### src/rtl/bus_thr_pkg.sv
// Constants, tables and carrier types for the bus voltage threshold bank
package bus_thr_pkg;
   localparam logic [7:0]  LV_OV_ADDR     = 8'hB9;
   localparam logic [7:0]  UV_ADDR        = 8'hBA;
   localparam logic [7:0]  REG_RESET      = 8'h00;
   localparam logic [7:0]  UNMAPPED_READ  = 8'h00;
   localparam int          WARN_LSB       = 0;
   localparam int          PROT_LSB       = 3;
   localparam int          FIELD_W        = 3;
   localparam int          DECODE_LAT     = 2;
   localparam int          PM_W           = 11;
   // Thresholds in tenths of a percent of bus target, so 82.5 % stays exact
   localparam logic [10:0] LV_OV_WARN_PM [8] = '{11'h47E, 11'h44C, 11'h4B0, 11'h4E2,
                                                11'h514, 11'h546, 11'h578, 11'h5AA};
   localparam logic [10:0] LV_OV_PROT_PM [8] = '{11'h5DC, 11'h578, 11'h514, 11'h640,
                                                11'h6A4, 11'h708, 11'h76C, 11'h7D0};
   localparam logic [10:0] LV_UV_WARN_PM [8] = '{11'h352, 11'h339, 11'h320, 11'h307,
                                                11'h2EE, 11'h2D5, 11'h36B, 11'h384};
   localparam logic [10:0] HV_UV_WARN_PM [8] = '{11'h2EE, 11'h2C6, 11'h29E, 11'h276,
                                                11'h244, 11'h21C, 11'h316, 11'h33E};

   typedef struct packed {
      logic [10:0] lv_ov_warn;
      logic [10:0] lv_ov_prot;
      logic [10:0] lv_uv_warn;
      logic [10:0] hv_uv_warn;
   } thresholds_t;

   typedef struct packed {
      logic lv_ov_warn;
      logic lv_uv_warn;
      logic hv_uv_warn;
   } warnings_t;

   localparam thresholds_t THR_RESET = '{lv_ov_warn: 11'h47E, lv_ov_prot: 11'h5DC,
                                         lv_uv_warn: 11'h352, hv_uv_warn: 11'h2EE};
endpackage : bus_thr_pkg

### src/rtl/bus_voltage_threshold_regs.sv
// Bus voltage threshold registers with decoded levels, warnings and protection fault
// Functional notes
// - Low bus overvoltage register, one byte read/write, top two bits reserved, resets zero.
// - Bits 2:0 pick low bus overvoltage warning 115,110,120..145 percent.
// - Bits 5:3 pick low bus overvoltage protection 150,140,130,160..200 percent.
// - Undervoltage register, one byte read/write, top two bits reserved, resets zero.
// - Bits 2:0 pick low bus undervoltage warning 85 down to 72.5, 87.5, 90.
// - Bits 5:3 pick high bus undervoltage warning 75 down to 54, 79, 83.
// - Protection crossing sets sticky fault bit and pulls fault alert output low.
`timescale 1ns/100ps
module bus_voltage_threshold_regs
(
   input  wire logic                     sys_clk,
   input  wire logic                     reset_n,
   input  wire logic [7:0]               reg_addr,
   input  wire logic                     reg_wr,
   input  wire logic                     reg_rd,
   input  wire logic [7:0]               reg_wdata,
   output logic      [7:0]               reg_rdata,
   input  wire logic [10:0]              lv_meas_pm,
   input  wire logic [10:0]              hv_meas_pm,
   input  wire logic                     fault_clear,
   output bus_thr_pkg::thresholds_t      thr,
   output bus_thr_pkg::warnings_t        warn,
   output logic                          lv_ov_fault,
   output logic                          fault_alert_n
);
   import bus_thr_pkg::*;

   logic [7:0]  lv_ov_r;
   logic [7:0]  uv_r;
   logic [7:0]  rdata_r;
   thresholds_t thr_r;
   warnings_t   warn_r;
   logic        fault_r;
   logic        alert_n_r;

   // Measurements arrive from the converter on this clock, so no synchroniser
   always_ff @(posedge sys_clk or negedge reset_n)
   begin
      if (!reset_n)
      begin
         lv_ov_r <= REG_RESET;
         uv_r    <= REG_RESET;
      end
      else if (reg_wr)
      begin
         if (reg_addr == LV_OV_ADDR)
            lv_ov_r <= reg_wdata;
         if (reg_addr == UV_ADDR)
            uv_r <= reg_wdata;
      end
   end

   always_ff @(posedge sys_clk or negedge reset_n)
   begin
      if (!reset_n)
         rdata_r <= UNMAPPED_READ;
      else if (reg_rd)
      begin
         case (reg_addr)
            LV_OV_ADDR: rdata_r <= lv_ov_r;
            UV_ADDR:    rdata_r <= uv_r;
            default:    rdata_r <= UNMAPPED_READ;
         endcase
      end
   end

   // Decoding is registered so the comparators see a settled table value
   always_ff @(posedge sys_clk or negedge reset_n)
   begin
      if (!reset_n)
         thr_r <= THR_RESET;
      else
      begin
         thr_r.lv_ov_warn <= LV_OV_WARN_PM[lv_ov_r[WARN_LSB +: FIELD_W]];
         thr_r.lv_ov_prot <= LV_OV_PROT_PM[lv_ov_r[PROT_LSB +: FIELD_W]];
         thr_r.lv_uv_warn <= LV_UV_WARN_PM[uv_r[WARN_LSB +: FIELD_W]];
         thr_r.hv_uv_warn <= HV_UV_WARN_PM[uv_r[PROT_LSB +: FIELD_W]];
      end
   end

   always_ff @(posedge sys_clk or negedge reset_n)
   begin
      if (!reset_n)
         warn_r <= '0;
      else
      begin
         warn_r.lv_ov_warn <= (lv_meas_pm > thr_r.lv_ov_warn);
         warn_r.lv_uv_warn <= (lv_meas_pm < thr_r.lv_uv_warn);
         warn_r.hv_uv_warn <= (hv_meas_pm < thr_r.hv_uv_warn);
      end
   end

   // A crossing in the same cycle as a clear keeps the fault set
   always_ff @(posedge sys_clk or negedge reset_n)
   begin
      if (!reset_n)
         fault_r <= 1'b0;
      else if (lv_meas_pm > thr_r.lv_ov_prot)
         fault_r <= 1'b1;
      else if (fault_clear)
         fault_r <= 1'b0;
   end

   always_ff @(posedge sys_clk or negedge reset_n)
   begin
      if (!reset_n)
         alert_n_r <= 1'b1;
      else
         alert_n_r <= ~fault_r;
   end

   assign reg_rdata     = rdata_r;
   assign thr           = thr_r;
   assign warn          = warn_r;
   assign lv_ov_fault   = fault_r;
   assign fault_alert_n = alert_n_r;

   AST_LV_OV_WRITE: assert property (@(posedge sys_clk) disable iff (!reset_n)
      (reg_wr && reg_addr == LV_OV_ADDR) |=> (lv_ov_r == $past(reg_wdata)))
      else $error("low bus overvoltage register did not take write");

   AST_UV_HOLD: assert property (@(posedge sys_clk) disable iff (!reset_n)
      !(reg_wr && reg_addr == UV_ADDR) |=> $stable(uv_r))
      else $error("undervoltage register changed without a write");

   AST_RD_ANSWER: assert property (@(posedge sys_clk) disable iff (!reset_n)
      (reg_rd && reg_addr == LV_OV_ADDR && !reg_wr) |=> (reg_rdata == lv_ov_r))
      else $error("read of low bus overvoltage register wrong");

   AST_LV_OV_WARN_MAP: assert property (@(posedge sys_clk) disable iff (!reset_n)
      (reg_wr && reg_addr == LV_OV_ADDR) |=> ##1
      (thr.lv_ov_warn == LV_OV_WARN_PM[$past(reg_wdata[WARN_LSB +: FIELD_W], DECODE_LAT)]))
      else $error("overvoltage warning decode wrong");

   AST_LV_OV_PROT_MAP: assert property (@(posedge sys_clk) disable iff (!reset_n)
      (reg_wr && reg_addr == LV_OV_ADDR) |=> ##1
      (thr.lv_ov_prot == LV_OV_PROT_PM[$past(reg_wdata[PROT_LSB +: FIELD_W], DECODE_LAT)]))
      else $error("overvoltage protection decode wrong");

   AST_LV_UV_MAP: assert property (@(posedge sys_clk) disable iff (!reset_n)
      (reg_wr && reg_addr == UV_ADDR) |=> ##1
      (thr.lv_uv_warn == LV_UV_WARN_PM[$past(reg_wdata[WARN_LSB +: FIELD_W], DECODE_LAT)]))
      else $error("low bus undervoltage decode wrong");

   AST_HV_UV_MAP: assert property (@(posedge sys_clk) disable iff (!reset_n)
      (reg_wr && reg_addr == UV_ADDR) |=> ##1
      (thr.hv_uv_warn == HV_UV_WARN_PM[$past(reg_wdata[PROT_LSB +: FIELD_W], DECODE_LAT)]))
      else $error("high bus undervoltage decode wrong");

   AST_FAULT_ALERT: assert property (@(posedge sys_clk) disable iff (!reset_n)
      (lv_meas_pm > thr.lv_ov_prot) |=> lv_ov_fault ##1 !fault_alert_n)
      else $error("protection crossing did not raise fault and alert");

   AST_FAULT_STICKY: assert property (@(posedge sys_clk) disable iff (!reset_n)
      (lv_ov_fault && !fault_clear) |=> lv_ov_fault)
      else $error("fault dropped without clear");

   AST_UV_WRITE: assert property (@(posedge sys_clk) disable iff (!reset_n)
      (reg_wr && reg_addr == UV_ADDR) |=> (uv_r == $past(reg_wdata)))
      else $error("undervoltage register did not take write");

   AST_LV_OV_HOLD: assert property (@(posedge sys_clk) disable iff (!reset_n)
      !(reg_wr && reg_addr == LV_OV_ADDR) |=> $stable(lv_ov_r))
      else $error("low bus overvoltage register changed without a write");

   // Writes to any other command code must leave both bytes alone
   AST_UNMAPPED_WRITE: assert property (@(posedge sys_clk) disable iff (!reset_n)
      (reg_wr && reg_addr != LV_OV_ADDR && reg_addr != UV_ADDR) |=> ($stable(lv_ov_r) && $stable(uv_r)))
      else $error("write to unmapped code changed a register");

   AST_RD_UV_ANSWER: assert property (@(posedge sys_clk) disable iff (!reset_n)
      (reg_rd && reg_addr == UV_ADDR && !reg_wr) |=> (reg_rdata == uv_r))
      else $error("read of undervoltage register wrong");

   AST_RD_UNMAPPED: assert property (@(posedge sys_clk) disable iff (!reset_n)
      (reg_rd && reg_addr != LV_OV_ADDR && reg_addr != UV_ADDR) |=> (reg_rdata == UNMAPPED_READ))
      else $error("read of unmapped code not zero");

   // Read data is held so a slow controller can fetch it late
   AST_RD_HOLD: assert property (@(posedge sys_clk) disable iff (!reset_n)
      !reg_rd |=> $stable(reg_rdata))
      else $error("read data changed without a read");

   AST_THR_STABLE: assert property (@(posedge sys_clk) disable iff (!reset_n)
      !reg_wr |=> ##1 $stable(thr))
      else $error("thresholds moved without a write");

   AST_LV_OV_WARN_SET: assert property (@(posedge sys_clk) disable iff (!reset_n)
      (lv_meas_pm > thr.lv_ov_warn) |=> warn.lv_ov_warn)
      else $error("low bus overvoltage warning missed");

   AST_LV_OV_WARN_CLR: assert property (@(posedge sys_clk) disable iff (!reset_n)
      (lv_meas_pm <= thr.lv_ov_warn) |=> !warn.lv_ov_warn)
      else $error("low bus overvoltage warning raised below threshold");

   AST_LV_UV_WARN_SET: assert property (@(posedge sys_clk) disable iff (!reset_n)
      (lv_meas_pm < thr.lv_uv_warn) |=> warn.lv_uv_warn)
      else $error("low bus undervoltage warning missed");

   AST_LV_UV_WARN_CLR: assert property (@(posedge sys_clk) disable iff (!reset_n)
      (lv_meas_pm >= thr.lv_uv_warn) |=> !warn.lv_uv_warn)
      else $error("low bus undervoltage warning raised above threshold");

   AST_HV_UV_WARN_SET: assert property (@(posedge sys_clk) disable iff (!reset_n)
      (hv_meas_pm < thr.hv_uv_warn) |=> warn.hv_uv_warn)
      else $error("high bus undervoltage warning missed");

   AST_HV_UV_WARN_CLR: assert property (@(posedge sys_clk) disable iff (!reset_n)
      (hv_meas_pm >= thr.hv_uv_warn) |=> !warn.hv_uv_warn)
      else $error("high bus undervoltage warning raised above threshold");

   AST_FAULT_CLEAR: assert property (@(posedge sys_clk) disable iff (!reset_n)
      (lv_ov_fault && fault_clear && !(lv_meas_pm > thr.lv_ov_prot)) |=> !lv_ov_fault)
      else $error("fault not cleared");

   AST_FAULT_NEEDS_CROSSING: assert property (@(posedge sys_clk) disable iff (!reset_n)
      (!lv_ov_fault && !(lv_meas_pm > thr.lv_ov_prot)) |=> !lv_ov_fault)
      else $error("fault raised without a crossing");

   AST_ALERT_LOW: assert property (@(posedge sys_clk) disable iff (!reset_n)
      lv_ov_fault |=> !fault_alert_n)
      else $error("fault alert output not low while fault stands");

   AST_ALERT_HIGH: assert property (@(posedge sys_clk) disable iff (!reset_n)
      !lv_ov_fault |=> fault_alert_n)
      else $error("fault alert output low without fault");
endmodule : bus_voltage_threshold_regs

### config.mk
export PLATFORM = sky130hd
export DESIGN_NAME = bus_voltage_threshold_regs
export DESIGN_NICKNAME = d
export VERILOG_FILES = /design/src/rtl/bus_thr_pkg.sv /design/src/rtl/bus_voltage_threshold_regs.sv
export SDC_FILE = /design/constraint.sdc
export NUM_CORES = 1
export LEC_CHECK = 0
export BUFFER_PORTS_ARGS = -buffer_cell sky130_fd_sc_hd__buf_2
export CORE_ASPECT_RATIO = 1.25
export CORE_MARGIN = 2
export CORE_UTILIZATION = 48
export CTS_CLUSTER_SIZE = 24
export DETAILED_ROUTE_END_ITERATION = 12
export PLACE_DENSITY = 0.83
export SLEW_MARGIN = 5
export SYNTH_ARGS = -nofsm -noshare
export SYNTH_HDL_FRONTEND = slang
export SYNTH_SLANG_ARGS = --single-unit
### constraint.sdc
create_clock -name sys_clk -period 1.89 [get_ports sys_clk]
set_input_delay 0.378 -clock sys_clk [delete_from_list [all_inputs] [get_ports sys_clk]]
set_output_delay 0.378 -clock sys_clk [all_outputs]
set_load 0.1 [all_outputs]
Yosys cells after proc, flatten, opt, wreduce, memory -nomap -nowiden
Memory sizes are Yosys's and may differ from the RTL's. A register that Yosys moved wholly into a read port is not among the register bits. Cells that the tools add are included.

Bits in registers: 29. ROM bits: 352. Input bits: 43. Output and inout port bits: 57. Logic and storage cells: 33. Memories kept: 4.

$lt $le $gt $ge: 4. Eq/ne operators: 2. Multiplexer cells: 3. Bitwise gates (word level): 5. Reductions and logical operators: 7.

Memories: (no name shown) (depth 8, bits a word 11, rd ports 1, clocked after Yosys merged registers in 1, write ports 0, RTL line bus_voltage_threshold_regs.sv:79) `thr_r.hv_uv_warn <= HV_UV_WARN_PM[uv_r[PROT_LSB +: FIELD_W]];`; (no name shown) (depth 8, bits a word 11, rd ports 1, clocked after Yosys merged registers in 1, write ports 0, RTL line bus_voltage_threshold_regs.sv:78) `thr_r.lv_uv_warn <= LV_UV_WARN_PM[uv_r[WARN_LSB +: FIELD_W]];`; (no name shown) (depth 8, bits a word 11, rd ports 1, clocked after Yosys merged registers in 1, write ports 0, RTL line bus_voltage_threshold_regs.sv:77) `thr_r.lv_ov_prot <= LV_OV_PROT_PM[lv_ov_r[PROT_LSB +: FIELD_W]];`; (no name shown) (depth 8, bits a word 11, rd ports 1, clocked after Yosys merged registers in 1, write ports 0, RTL line bus_voltage_threshold_regs.sv:76) `thr_r.lv_ov_warn <= LV_OV_WARN_PM[lv_ov_r[WARN_LSB +: FIELD_W]];`.

Operators with widths (number): 11-bit greater-than comparator (2); 11-bit < comparator (2); 8-bit == test (second input constant) (2); 3-bit inverter with 4-bit output (4); 8-bit one-hot mux with 2 select lines (1); 1-bit zero test (4); 2-bit AND reduction (2); 1-bit 2-to-1 mux (2); 2-bit nonzero test (1); 1-bit inverter (1).

Longest topological paths before layout
Gate-level depths: netlist of run 1.

Word-level depth: 2. Mapped depth: 6. Mapped depth without buffers: 6.

Worst setup path before layout of run 1
OpenSTA, ideal clock, no wires.

Path kind: register to register. Start: register thr[13] (netlist name). End: register warn_r, in the netlist warn[1]. Arrival: 1.870 ns. Data required time: 1.786 ns. Setup slack: -0.083 ns. Stages on the path, launching flop included: 7. Cell sequence: dfrtp_1 -> inv_1 -> ha_1 -> a21o_1 -> a31oi_1 -> o21ai_1 -> a221oi_1.

Word-level cells in the longest chain between the ends: 1.

RTL lines: 11-bit < comparator (RTL line bus_voltage_threshold_regs.sv:90) `warn_r.lv_uv_warn <= (lv_meas_pm < thr_r.lv_uv_warn);`; to (decl) (RTL line bus_voltage_threshold_regs.sv:34) `warnings_t warn_r;`.

No other way between the ends. A chain may end at the register's enable or synchronous reset.

Final worst setup path of run 1
Start: register thr[24] (netlist name). End: output port thr[24] (netlist name).

RTL lines: to (decl) (RTL line bus_voltage_threshold_regs.sv:23) `output bus_thr_pkg::thresholds_t thr,`.

No word-level cell between the ends.

==> impl_results.md, run 1 <==
* Post-Place Worst Slack at 0.0417 ns
* Critical Path End Type: primary output
* # rows at 34
* Crit path max-delay family: flip-flops
* Worst path slowest cell: dfstp_2
* First-pass GRT wire length at 11600 um
* H-tree Lvls at 3
* Cell count after synthesis at 311
* Mux contribution to synthesized area at 7.26%
* Setup Fix Bufs, Post-CTS at 0
* Worst-skew pair later-pin latency at 0.33 ns
* Pint at 2.21 mW
* TNS Setup at 0 ns
* Final net count at 501
* Clock network power share at 29.5%
* CP startpoint kind: flop
* CTS Buf Count at 9
* Routed wire per std cell at 14.0 um
* 1st-iter DRT viols at 122
* CTS tree: built
* #FFs+latches synth at 61
* Simple-gate share of the synthesized area at 11.0%
* Fin crit period at 1.67 ns
* Net Sw Frac at 37.4%
* Root Buffer: clkbuf_8
* Period Utilization, post-route at 88.6%
* Post-synthesis sequential area ratio at 44.9%
* CP startpoint: thr[24]$_DFF_PN1_
* Clk sinks at 61
* Crit path max fanout at 2
* Cell variety after synth at 44
* TritonRoute pass-1 iters at 4
* Vias in the first global route at 2625
* CP bufs+invs at 1
* Detail Route Antenna Nets at 0
* Reg2reg start: thr[17]$_DFF_PN1_
* Detail Placement HPWL at 5550 um
* Yosys warnings at 0
* Max incr delay on CP at 0.54 ns
* M1 GR Usage at 21.2%
* Largest family of logic cells by synthesized area: adder cells
* WS Path Type: reg2out
* Die ar. at 7910 um^2
* Final Hold Viols at 0
* # resized after CTS at 0
* Vert. Die Dim at 99.0 um
* Fraction of final layout cells with drive strength greater than 1 at 35.2%
* DRC Markers at 0
* Maximum clock rate at 0.597 GHz
* Met2 usage at 32.2%
* Area Overhead vs Synth at 19.9%
* Vias per Instance at 5.03
* Synth Area in Compound Gates at 9.79%
* Initial antenna violation count at 0
* RePlAce Congestion at 0.731
* Critical path arrival at 1.30 ns
* DRT Wirelength at 7050 um
* Total gr overflow at 0
* Count of final setup violators at 0
* RSZ-0062 raised after global routing: false
* CTS Buffer Depth at 2
* ANT cells at 0
* Top Usage Layer GRT: met2
* Combinational share of power at 28.6%
* Core Area at 6980 um^2
* Biggest area consumer among synthesized cells: dfrtp_1
* VDD IR max at 402 uV
* Met3 Track Usage GR at 6.14%
* Via count at 2524
* Hold/Removal Path Class: in2async
* Top post-synthesis cells by area: dfrtp_1 28%, ha_1 18%, dfstp_2 17%
* Max-cap violations at 0
* CTS clock-pin slew for the worst setup and hold paths at 0.06 ns
* IO buf count at 86
* Syn avg cell area at 11.1 um^2
* Layout Skew at 0.00722 ns
* Xor/xnor share of the synthesized area at 0%
* Status: finished, final reports clean
* WP data required at 1.51 ns
* Leak at 2.28 nW
* Synth top area share at 28.2%
* Power Density at 850 nW/um^2
* Num ports at 100
* GRT Total Usage at 19.1%
* Initial Util at 49.6%
* Adder-Cell Fraction of Synth Area at 18.4%
* Slew Limit Fails at 0
* Crit-path cells: buf_2
* Die W at 80.0 um
* Sw Pwr at 1.32 mW
* Mapped Area at 3460 um^2
* Final Worst Setup Slack at 0.215 ns
* Largest net degree at the start of global routing at 62
* CTS Hold Buffers Added at 0
* Share of power burned in registers at 41.9%
==> per-stage QoR <==
stage          hold slack, ns  util (%)  area (um^2)  instances  power (mW)
2_1_floorplan          0.0824         -         3500        321        2.32
3_3_place_gp            0.401      56.9         3970        486        2.48
3_5_place_dp            0.409      56.9         3970        486        2.52
4_1_cts                0.0409      59.5         4150        502        3.57
5_1_grt                0.0504      59.5         4150        502        3.71
6_report               0.0413      59.5         4150        502        3.53
==> flip-flops by register name (all words and copies together) (netlist names) <==
signal / count
fault_alert_n: 1
lv_ov_fault: 1
lv_ov_r: 8
reg_rdata: 8
thr: 32
uv_r: 8
warn: 3
==> routing by layer <==
layer	share of wire, %	wire length (um)	up-vias
li1	-	-	1229
met1	39	2780	1190
met2	51	3620	90
met3	6.6	468	15
met4	2.6	185	0
met5	0	0	-
==> synthesized netlist by cell type (all sizes together) <==
library cell / count
a211oi: 1
a21o: 5
a21oi: 13
a221o: 8
a221oi: 2
a311oi: 1
a31oi: 1
and2: 1
and2b: 8
and3: 1
buf: 14
clkbuf: 1
conb: 2
dfrtp: 39
dfstp: 22
ha: 51
inv: 47
mux2: 17
mux2i: 6
nand2: 16
nand2b: 1
nand3: 2
nand4: 2
nand4b: 3
nor2: 12
nor2b: 2
nor3: 6
nor3b: 2
nor4: 1
nor4bb: 1
o2111ai: 1
o21a: 1
o21ai: 15
o221ai: 1
o2bb2ai: 1
o31ai: 1
or2: 2
or4: 1
==> logic make-up after synthesis <==
logic type | count (synthesis)
buffers and inverters | 62
multiplexers | 23
other | 2
AND/OR/NAND/NOR | 61
flip-flops | 61
adder cells (fa/ha/maj) | 51
AO/OA/AOI/OAI | 51
==> cell usage in the layout (no fill, tap or decap), drive strengths merged, types with 2 or more instances in the layout <==
cell type	instances
a21o	5
a21oi	13
a221o	8
a221oi	2
and2b	8
buf	90
clkbuf	15
conb	12
dfrtp	39
dfstp	22
ha	51
inv	47
mux2	17
mux2i	6
nand2	16
nand3	2
nand4	2
nand4b	3
nor2	12
nor2b	2
nor3	6
nor3b	2
o21ai	15
or2	2
==> path summary, 6_finish.rpt <==
path	to	slack [ns]	cells after the start
max	thr[24]	0.22	1
min	warn[2]$_DFF_PN0_	0.04	2
max reg2reg	warn[1]$_DFF_PN0_	0.32	6
min reg2reg	fault_alert_n$_DFF_PN1_	0.43	1
min in group sys_clk	lv_ov_r[7]$_DFFE_PN0P_	0.27	2
max in group asynchronous	thr[3]$_DFF_PN1_	1.54	2
==> final cells by class <==
type / count / area [um^2]
Tap cell: 90 / 113
Multi-Input combinational cell: 198 / 1650
Sequential cell: 61 / 1560
Fill cell: 604 / 2820
Clock inverter: 1 / 5.00
Timing Repair Buffer: 90 / 473
Inverter: 47 / 176
Clock buffer: 15 / 176
==> power by group through the flow <==
stage / sequential (mW) / clock (mW) / combinational [mW]
floorplan: 1.96 / 0 / 0.360
global placement: 1.50 / 0 / 0.986
detailed placement: 1.50 / 0 / 1.01
CTS: 1.48 / 1.07 / 1.02
global route: 1.49 / 1.13 / 1.08
finish: 1.48 / 1.04 / 1.01
Note: power is estimated with default switching activity, not from simulation.
==> inputs of run 2 (changes only) <==
--- a/config.mk
+++ b/config.mk
@@ -11,6 +11,7 @@
 export CORE_UTILIZATION = 48
 export CTS_CLUSTER_SIZE = 24
 export DETAILED_ROUTE_END_ITERATION = 12
+export HOLD_SLACK_MARGIN = 0.03
 export PLACE_DENSITY = 0.83
 export SLEW_MARGIN = 5
 export SYNTH_ARGS = -nofsm -noshare
==> constraint.sdc (replaced) <==
create_clock -name sys_clk -period 2.1 [get_ports sys_clk]
set_input_delay 0.42 -clock sys_clk [delete_from_list [all_inputs] [get_ports sys_clk]]
set_output_delay 0.42 -clock sys_clk [all_outputs]
set_load 0.1 [all_outputs]
==> impl_results.md, run 2 (synthesized netlist as in run 1, its figures left out) <==
* Layout Skew at 0.00645 ns
* VDD IR max at 596 uV
* Largest net degree at the start of global routing at 33
* Post-Layout Cell Count at 504
* Detail Route Antenna Nets at 0
* Routed wire per std cell at 13.6 um
* Via count at 2535
* CP bufs+invs at 1
* Fillers at 598
* Seq. cell area at 1550 um^2
* Area of the multi-input gates at 1650 um^2
* CP startpoint kind: flop
* WS Path Type: reg2out
* Fin crit period at 1.70 ns
* Critical path arrival at 1.28 ns
* Hold/Removal Path Class: in2reg
* 1st-iter DRT viols at 87
* CTS Buf Count at 9
* Count of final setup violators at 0
* Die W at 80.0 um
* # rows at 34
* Vias per Instance at 5.03
* Period Utilization, post-route at 81.0%
* Post-Place Worst Slack at 0.227 ns
* Power Density at 773 nW/um^2
* TritonRoute pass-1 iters at 4
* Total gr overflow at 0
* Crit-path cells: buf_2
* TNS Setup at 0 ns
* RSZ-0062 raised after global routing: false
* Detail Placement HPWL at 5400 um
* Crit path max-delay family: flip-flops
* Leak at 2.30 nW
* Most frequent cells in the layout: 86 x buf_2, 51 x ha_1, 45 x inv_1
* WP data required at 1.68 ns
* DRC Markers at 0
* Maximum clock rate at 0.588 GHz
* Dpl cells at 487
* CTS tree: built
* Fraction of final layout cells with drive strength greater than 1 at 35.3%
* Final Hold Viols at 0
* Area Overhead vs Synth at 20.7%
* Core Area at 6980 um^2
* Setup Fix Bufs, Post-CTS at 0
* Worst path slowest cell: dfstp_2
* Worst-skew pair later-pin latency at 0.32 ns
* Slew Limit Fails at 0
* CTS Buffer Depth at 2
* CTS clock-pin slew for the worst setup and hold paths at 0.06 ns
* Max reg flops at 32
* Clk sinks at 61
* Num ports at 100
* Initial antenna violation count at 0
* GRT Total Usage at 18.2%
* First-pass GRT wire length at 11200 um
* CP startpoint: thr[15]$_DFF_PN1_
* Max incr delay on CP at 0.54 ns
* Reg2reg start: thr[39]$_DFF_PN1_
* IO buf count at 86
* CTS Hold Buffers Added at 1
* H-tree Lvls at 3
* ANT cells at 0
* Final instance area at 4180 um^2
* Vias in the first global route at 2528
* Critical Path End Type: primary output
* Die ar. at 7910 um^2
* Final core utilization at 59.9%
* Most common cell after layout, fill and taps aside: buf_2
* # resized after CTS at 0
* Initial Util at 49.6%
* Hold wc startpoint: reg_wdata[6]
* Placed Area at 3980 um^2
* Status: finished, final reports clean
* Max-cap violations at 0
* Crit path max fanout at 2
* Final Worst Setup Slack at 0.398 ns
* Final net count at 503
* Vert. Die Dim at 99.0 um
* RePlAce Congestion at 0.751
* DRT Wirelength at 6850 um
* Root Buffer: clkbuf_8
run 2: cell type report:
class,count,area share [%]
multi-input cells,198,39.6
flip-flops and latches,61,37.2
well taps,90,2.70
repair buffers,92,11.7
inverters,47,4.22
clock buffers,11,3.38
clock inverters,5,1.20
run 2: per-stage QoR:
stage | power (mW) | hold slack, ns
final | 3.23 | 0.315
after global routing | 3.40 | 0.300
after CTS | 3.26 | 0.299
after detailed placement | 2.26 | 0.315
after global placement | 2.24 | 0.309
after floorplan | 2.09 | 0.124
run 2: worst paths after layout:
kind / slack (ns) / depth (start not counted) / endpoint
setup / recovery: 0.40 / 1 / thr[15]
hold / removal: 0.31 / 2 / lv_ov_r[6]$_DFFE_PN0P_
setup reg to reg: 0.56 / 5 / warn[2]$_DFF_PN0_
hold reg to reg: 0.43 / 1 / fault_alert_n$_DFF_PN1_
max in group asynchronous: 0.99 / 3 / thr[29]$_DFF_PN1_
min in group asynchronous: 0.50 / 2 / warn[2]$_DFF_PN0_
run 2: worst register-to-register path: cells and delay by family, from the launching register on:
kind	cells	cell delay, ns
AOI/OAI and AO/OA	3	0.56
adders and majority gates	1	0.28
DFF	1	0.53
buffers and inverters	1	0.04
run 2: metal layers:
layer / part of all wire [%] / up-vias / track usage (%)
met5: 0 / - / 0
met4: 1.7 / 0 / 6.91
met3: 6.1 / 12 / 5.04
met2: 51 / 94 / 31.5
met1: 41 / 1195 / 21.1
li1: - / 1234 / -
run 2: report_power, final:
group          total [mW]  internal (mW)  switching (mW)
clock               0.989          0.572           0.418
sequential           1.33           1.27          0.0559
combinational       0.912          0.195           0.717
total                3.23           2.04            1.19
==> inputs of run 3 (changes only) <==
--- a/config.mk
+++ b/config.mk
@@ -8,11 +8,11 @@
 export BUFFER_PORTS_ARGS = -buffer_cell sky130_fd_sc_hd__buf_2
 export CORE_ASPECT_RATIO = 1.25
 export CORE_MARGIN = 2
-export CORE_UTILIZATION = 48
+export CORE_UTILIZATION = 47
 export CTS_CLUSTER_SIZE = 24
 export DETAILED_ROUTE_END_ITERATION = 12
 export HOLD_SLACK_MARGIN = 0.03
-export PLACE_DENSITY = 0.83
+export PLACE_DENSITY = 0.84
 export SLEW_MARGIN = 5
 export SYNTH_ARGS = -nofsm -noshare
 export SYNTH_HDL_FRONTEND = slang
==> constraint.sdc (replaced) <==
create_clock -name sys_clk -period 1.5 [get_ports sys_clk]
set_input_delay 0.3 -clock sys_clk [delete_from_list [all_inputs] [get_ports sys_clk]]
set_output_delay 0.3 -clock sys_clk [all_outputs]
set_load 0.1 [all_outputs]
==> impl_results.md, run 3 (synthesized netlist as in run 1, its figures left out) <==
* RePlAce Congestion at 0.754
* Core Area at 7270 um^2
* Final net count at 516
* Total gr overflow at 0
* ANT cells at 0
* TritonRoute pass-1 iters at 4
* Layout Skew at 0.0115 ns
* Die W at 80.8 um
* Maximum clock rate at 0.632 GHz
* CP startpoint kind: flop
* First-pass GRT wire length at 12700 um
* Max incr delay on CP at 0.63 ns
* Clk sinks at 61
* Power Density at 1060 nW/um^2
* Detail Route Antenna Nets at 0
* Period Utilization, post-route at 105%
* Via count at 2689
* Crit path max fanout at 2
* Initial Util at 47.6%
* GRT Total Usage at 20.9%
* Die ar. at 8070 um^2
* WP data required at 1.73 ns
* VDD IR max at 586 uV
* Most frequent cells in the layout: 62 x buf_2, 38 x ha_1, 34 x inv_1
* Hold/Removal Path Class: in2reg
* Slew Limit Fails at 0
* Max reg flops at 32
* DRT Wirelength at 8070 um
* RSZ-0062 raised after global routing: true
* Num ports at 100
* IO buf count at 86
* Critical path arrival at 1.81 ns
* Final instance area at 5080 um^2
* Initial antenna violation count at 0
* Vias per Instance at 5.18
* Routed wire per std cell at 15.5 um
* Fin crit period at 1.58 ns
* Detail Placement HPWL at 5980 um
* Vert. Die Dim at 100 um
* H-tree Lvls at 3
* Leak at 2.55 nW
* WS Path Type: reg2reg
* Failing checks: negative setup slack
* Fraction of final layout cells with drive strength greater than 1 at 49.6%
* Critical Path End Type: flop
* Final core utilization at 69.9%
* Placed Area at 4560 um^2
* CTS Buf Count at 9
* Status: finished, violations left
* CTS tree: built
* Root Buffer: clkbuf_8
* 1st-iter DRT viols at 88
* Largest net degree at the start of global routing at 62
* DRC Markers at 0
* Count of final setup violators at 15
* Max-cap violations at 0
* Worst-skew pair later-pin latency at 0.35 ns
* Setup Fix Bufs, Post-CTS at 0
* Vias in the first global route at 2784
* # rows at 35
* Most common cell after layout, fill and taps aside: buf_2
* CTS Buffer Depth at 2
* Worst path slowest cell: dfstp_4
* Area Overhead vs Synth at 46.9%
* Crit-path cells: inv_4 > ha_4 > nand3_4 > nor2_4 > a221oi_2 > a311oi_1
* Final Hold Viols at 0
* CTS clock-pin slew for the worst setup and hold paths at 0.08 ns
* Final Worst Setup Slack at -0.0819 ns
[run 3: cell types whose count changed in the layout (fill, tap and decap cells not counted), moves of 9 or more]
cell     previous run  this run
inv_1              45        34
buf_6               0        12
dfstp_4             0        18
dfstp_2            22         4
ha_1               51        38
dfrtp_1            39        29
buf_2              86        62
buf_12              1        23
dfrtp_2             0         9
inv_2               2        12
ha_4                0        12
[run 3: area by class of cell]
class                           count  area, um^2
Fill cell                         487        2180
Multi-Input combinational cell    198        1940
Sequential cell                    61        1640
Timing Repair Buffer              105         968
Inverter                           47         179
Clock buffer                        9         124
Clock inverter                      7         123
Tap cell                           92         115
[run 3: power breakdown]
group / switching, mW / internal (mW)
combinational: 1.12 / 0.563
clock: 0.667 / 1.11
sequential: 0.108 / 1.81
total: 1.90 / 3.49
[run 3: metal layers]
metal	routed length, um	track usage [%]	share of wire [%]	vias up
li1	-	-	-	1264
met4	285	12.3	3.5	0
met3	427	4.50	5.3	24
met1	2990	23.0	37	1302
met2	4360	36.7	54	99
met5	0	0	0	-
[run 3: final timing paths]
kind                       depth (start not counted)                      end               startpoint  slack [ns]
min reg2reg                                        1  fault_alert_n$_DFF_PN1_  lv_ov_fault$_DFFE_PN0P_        0.44
min in group asynchronous                          3  lv_ov_fault$_DFFE_PN0P_                  reset_n        0.48
min                                                2   lv_ov_r[3]$_DFFE_PN0P_             reg_wdata[3]        0.17
max reg2reg                                        6        warn[2]$_DFF_PN0_        thr[39]$_DFF_PN1_       -0.08
max in group asynchronous                          3        thr[24]$_DFF_PN1_                  reset_n        0.69
max                                                6        warn[2]$_DFF_PN0_        thr[39]$_DFF_PN1_       -0.08
[run 3: what timing repair did]
action,4_1_cts,5_1_grt
hold buffers,1,0
pin swaps,4,11
setup endpoints to repair,16,17
gates resized for setup,18,30
hold endpoints to repair,39,0
[run 3: worst max-delay path: cells and delay by family, from the launching register on]
| kind | cells | cell delay (ns) |
|---|---|---|
| flops | 1 | 0.63 |
| compound gates | 2 | 0.32 |
| fa+ha+maj | 1 | 0.26 |
| simple gates | 2 | 0.22 |
| buf+inv | 1 | 0.04 |
[run 3: stage by stage]
stage | instances | TNS [ns] | power, mW | setup WS, ns | hold slack [ns]
CTS | 519 | -0.650 | 5.31 | -0.0786 | 0.158
detailed placement | 502 | -2.76 | 3.48 | -0.194 | 0.328
global placement | 502 | -1.46 | 3.43 | -0.133 | 0.320
finish | 519 | -0.459 | 5.38 | -0.0819 | 0.174
global route | 519 | -0.973 | 5.60 | -0.121 | 0.171
floorplan | 321 | -0.507 | 2.98 | -0.167 | 0.00441
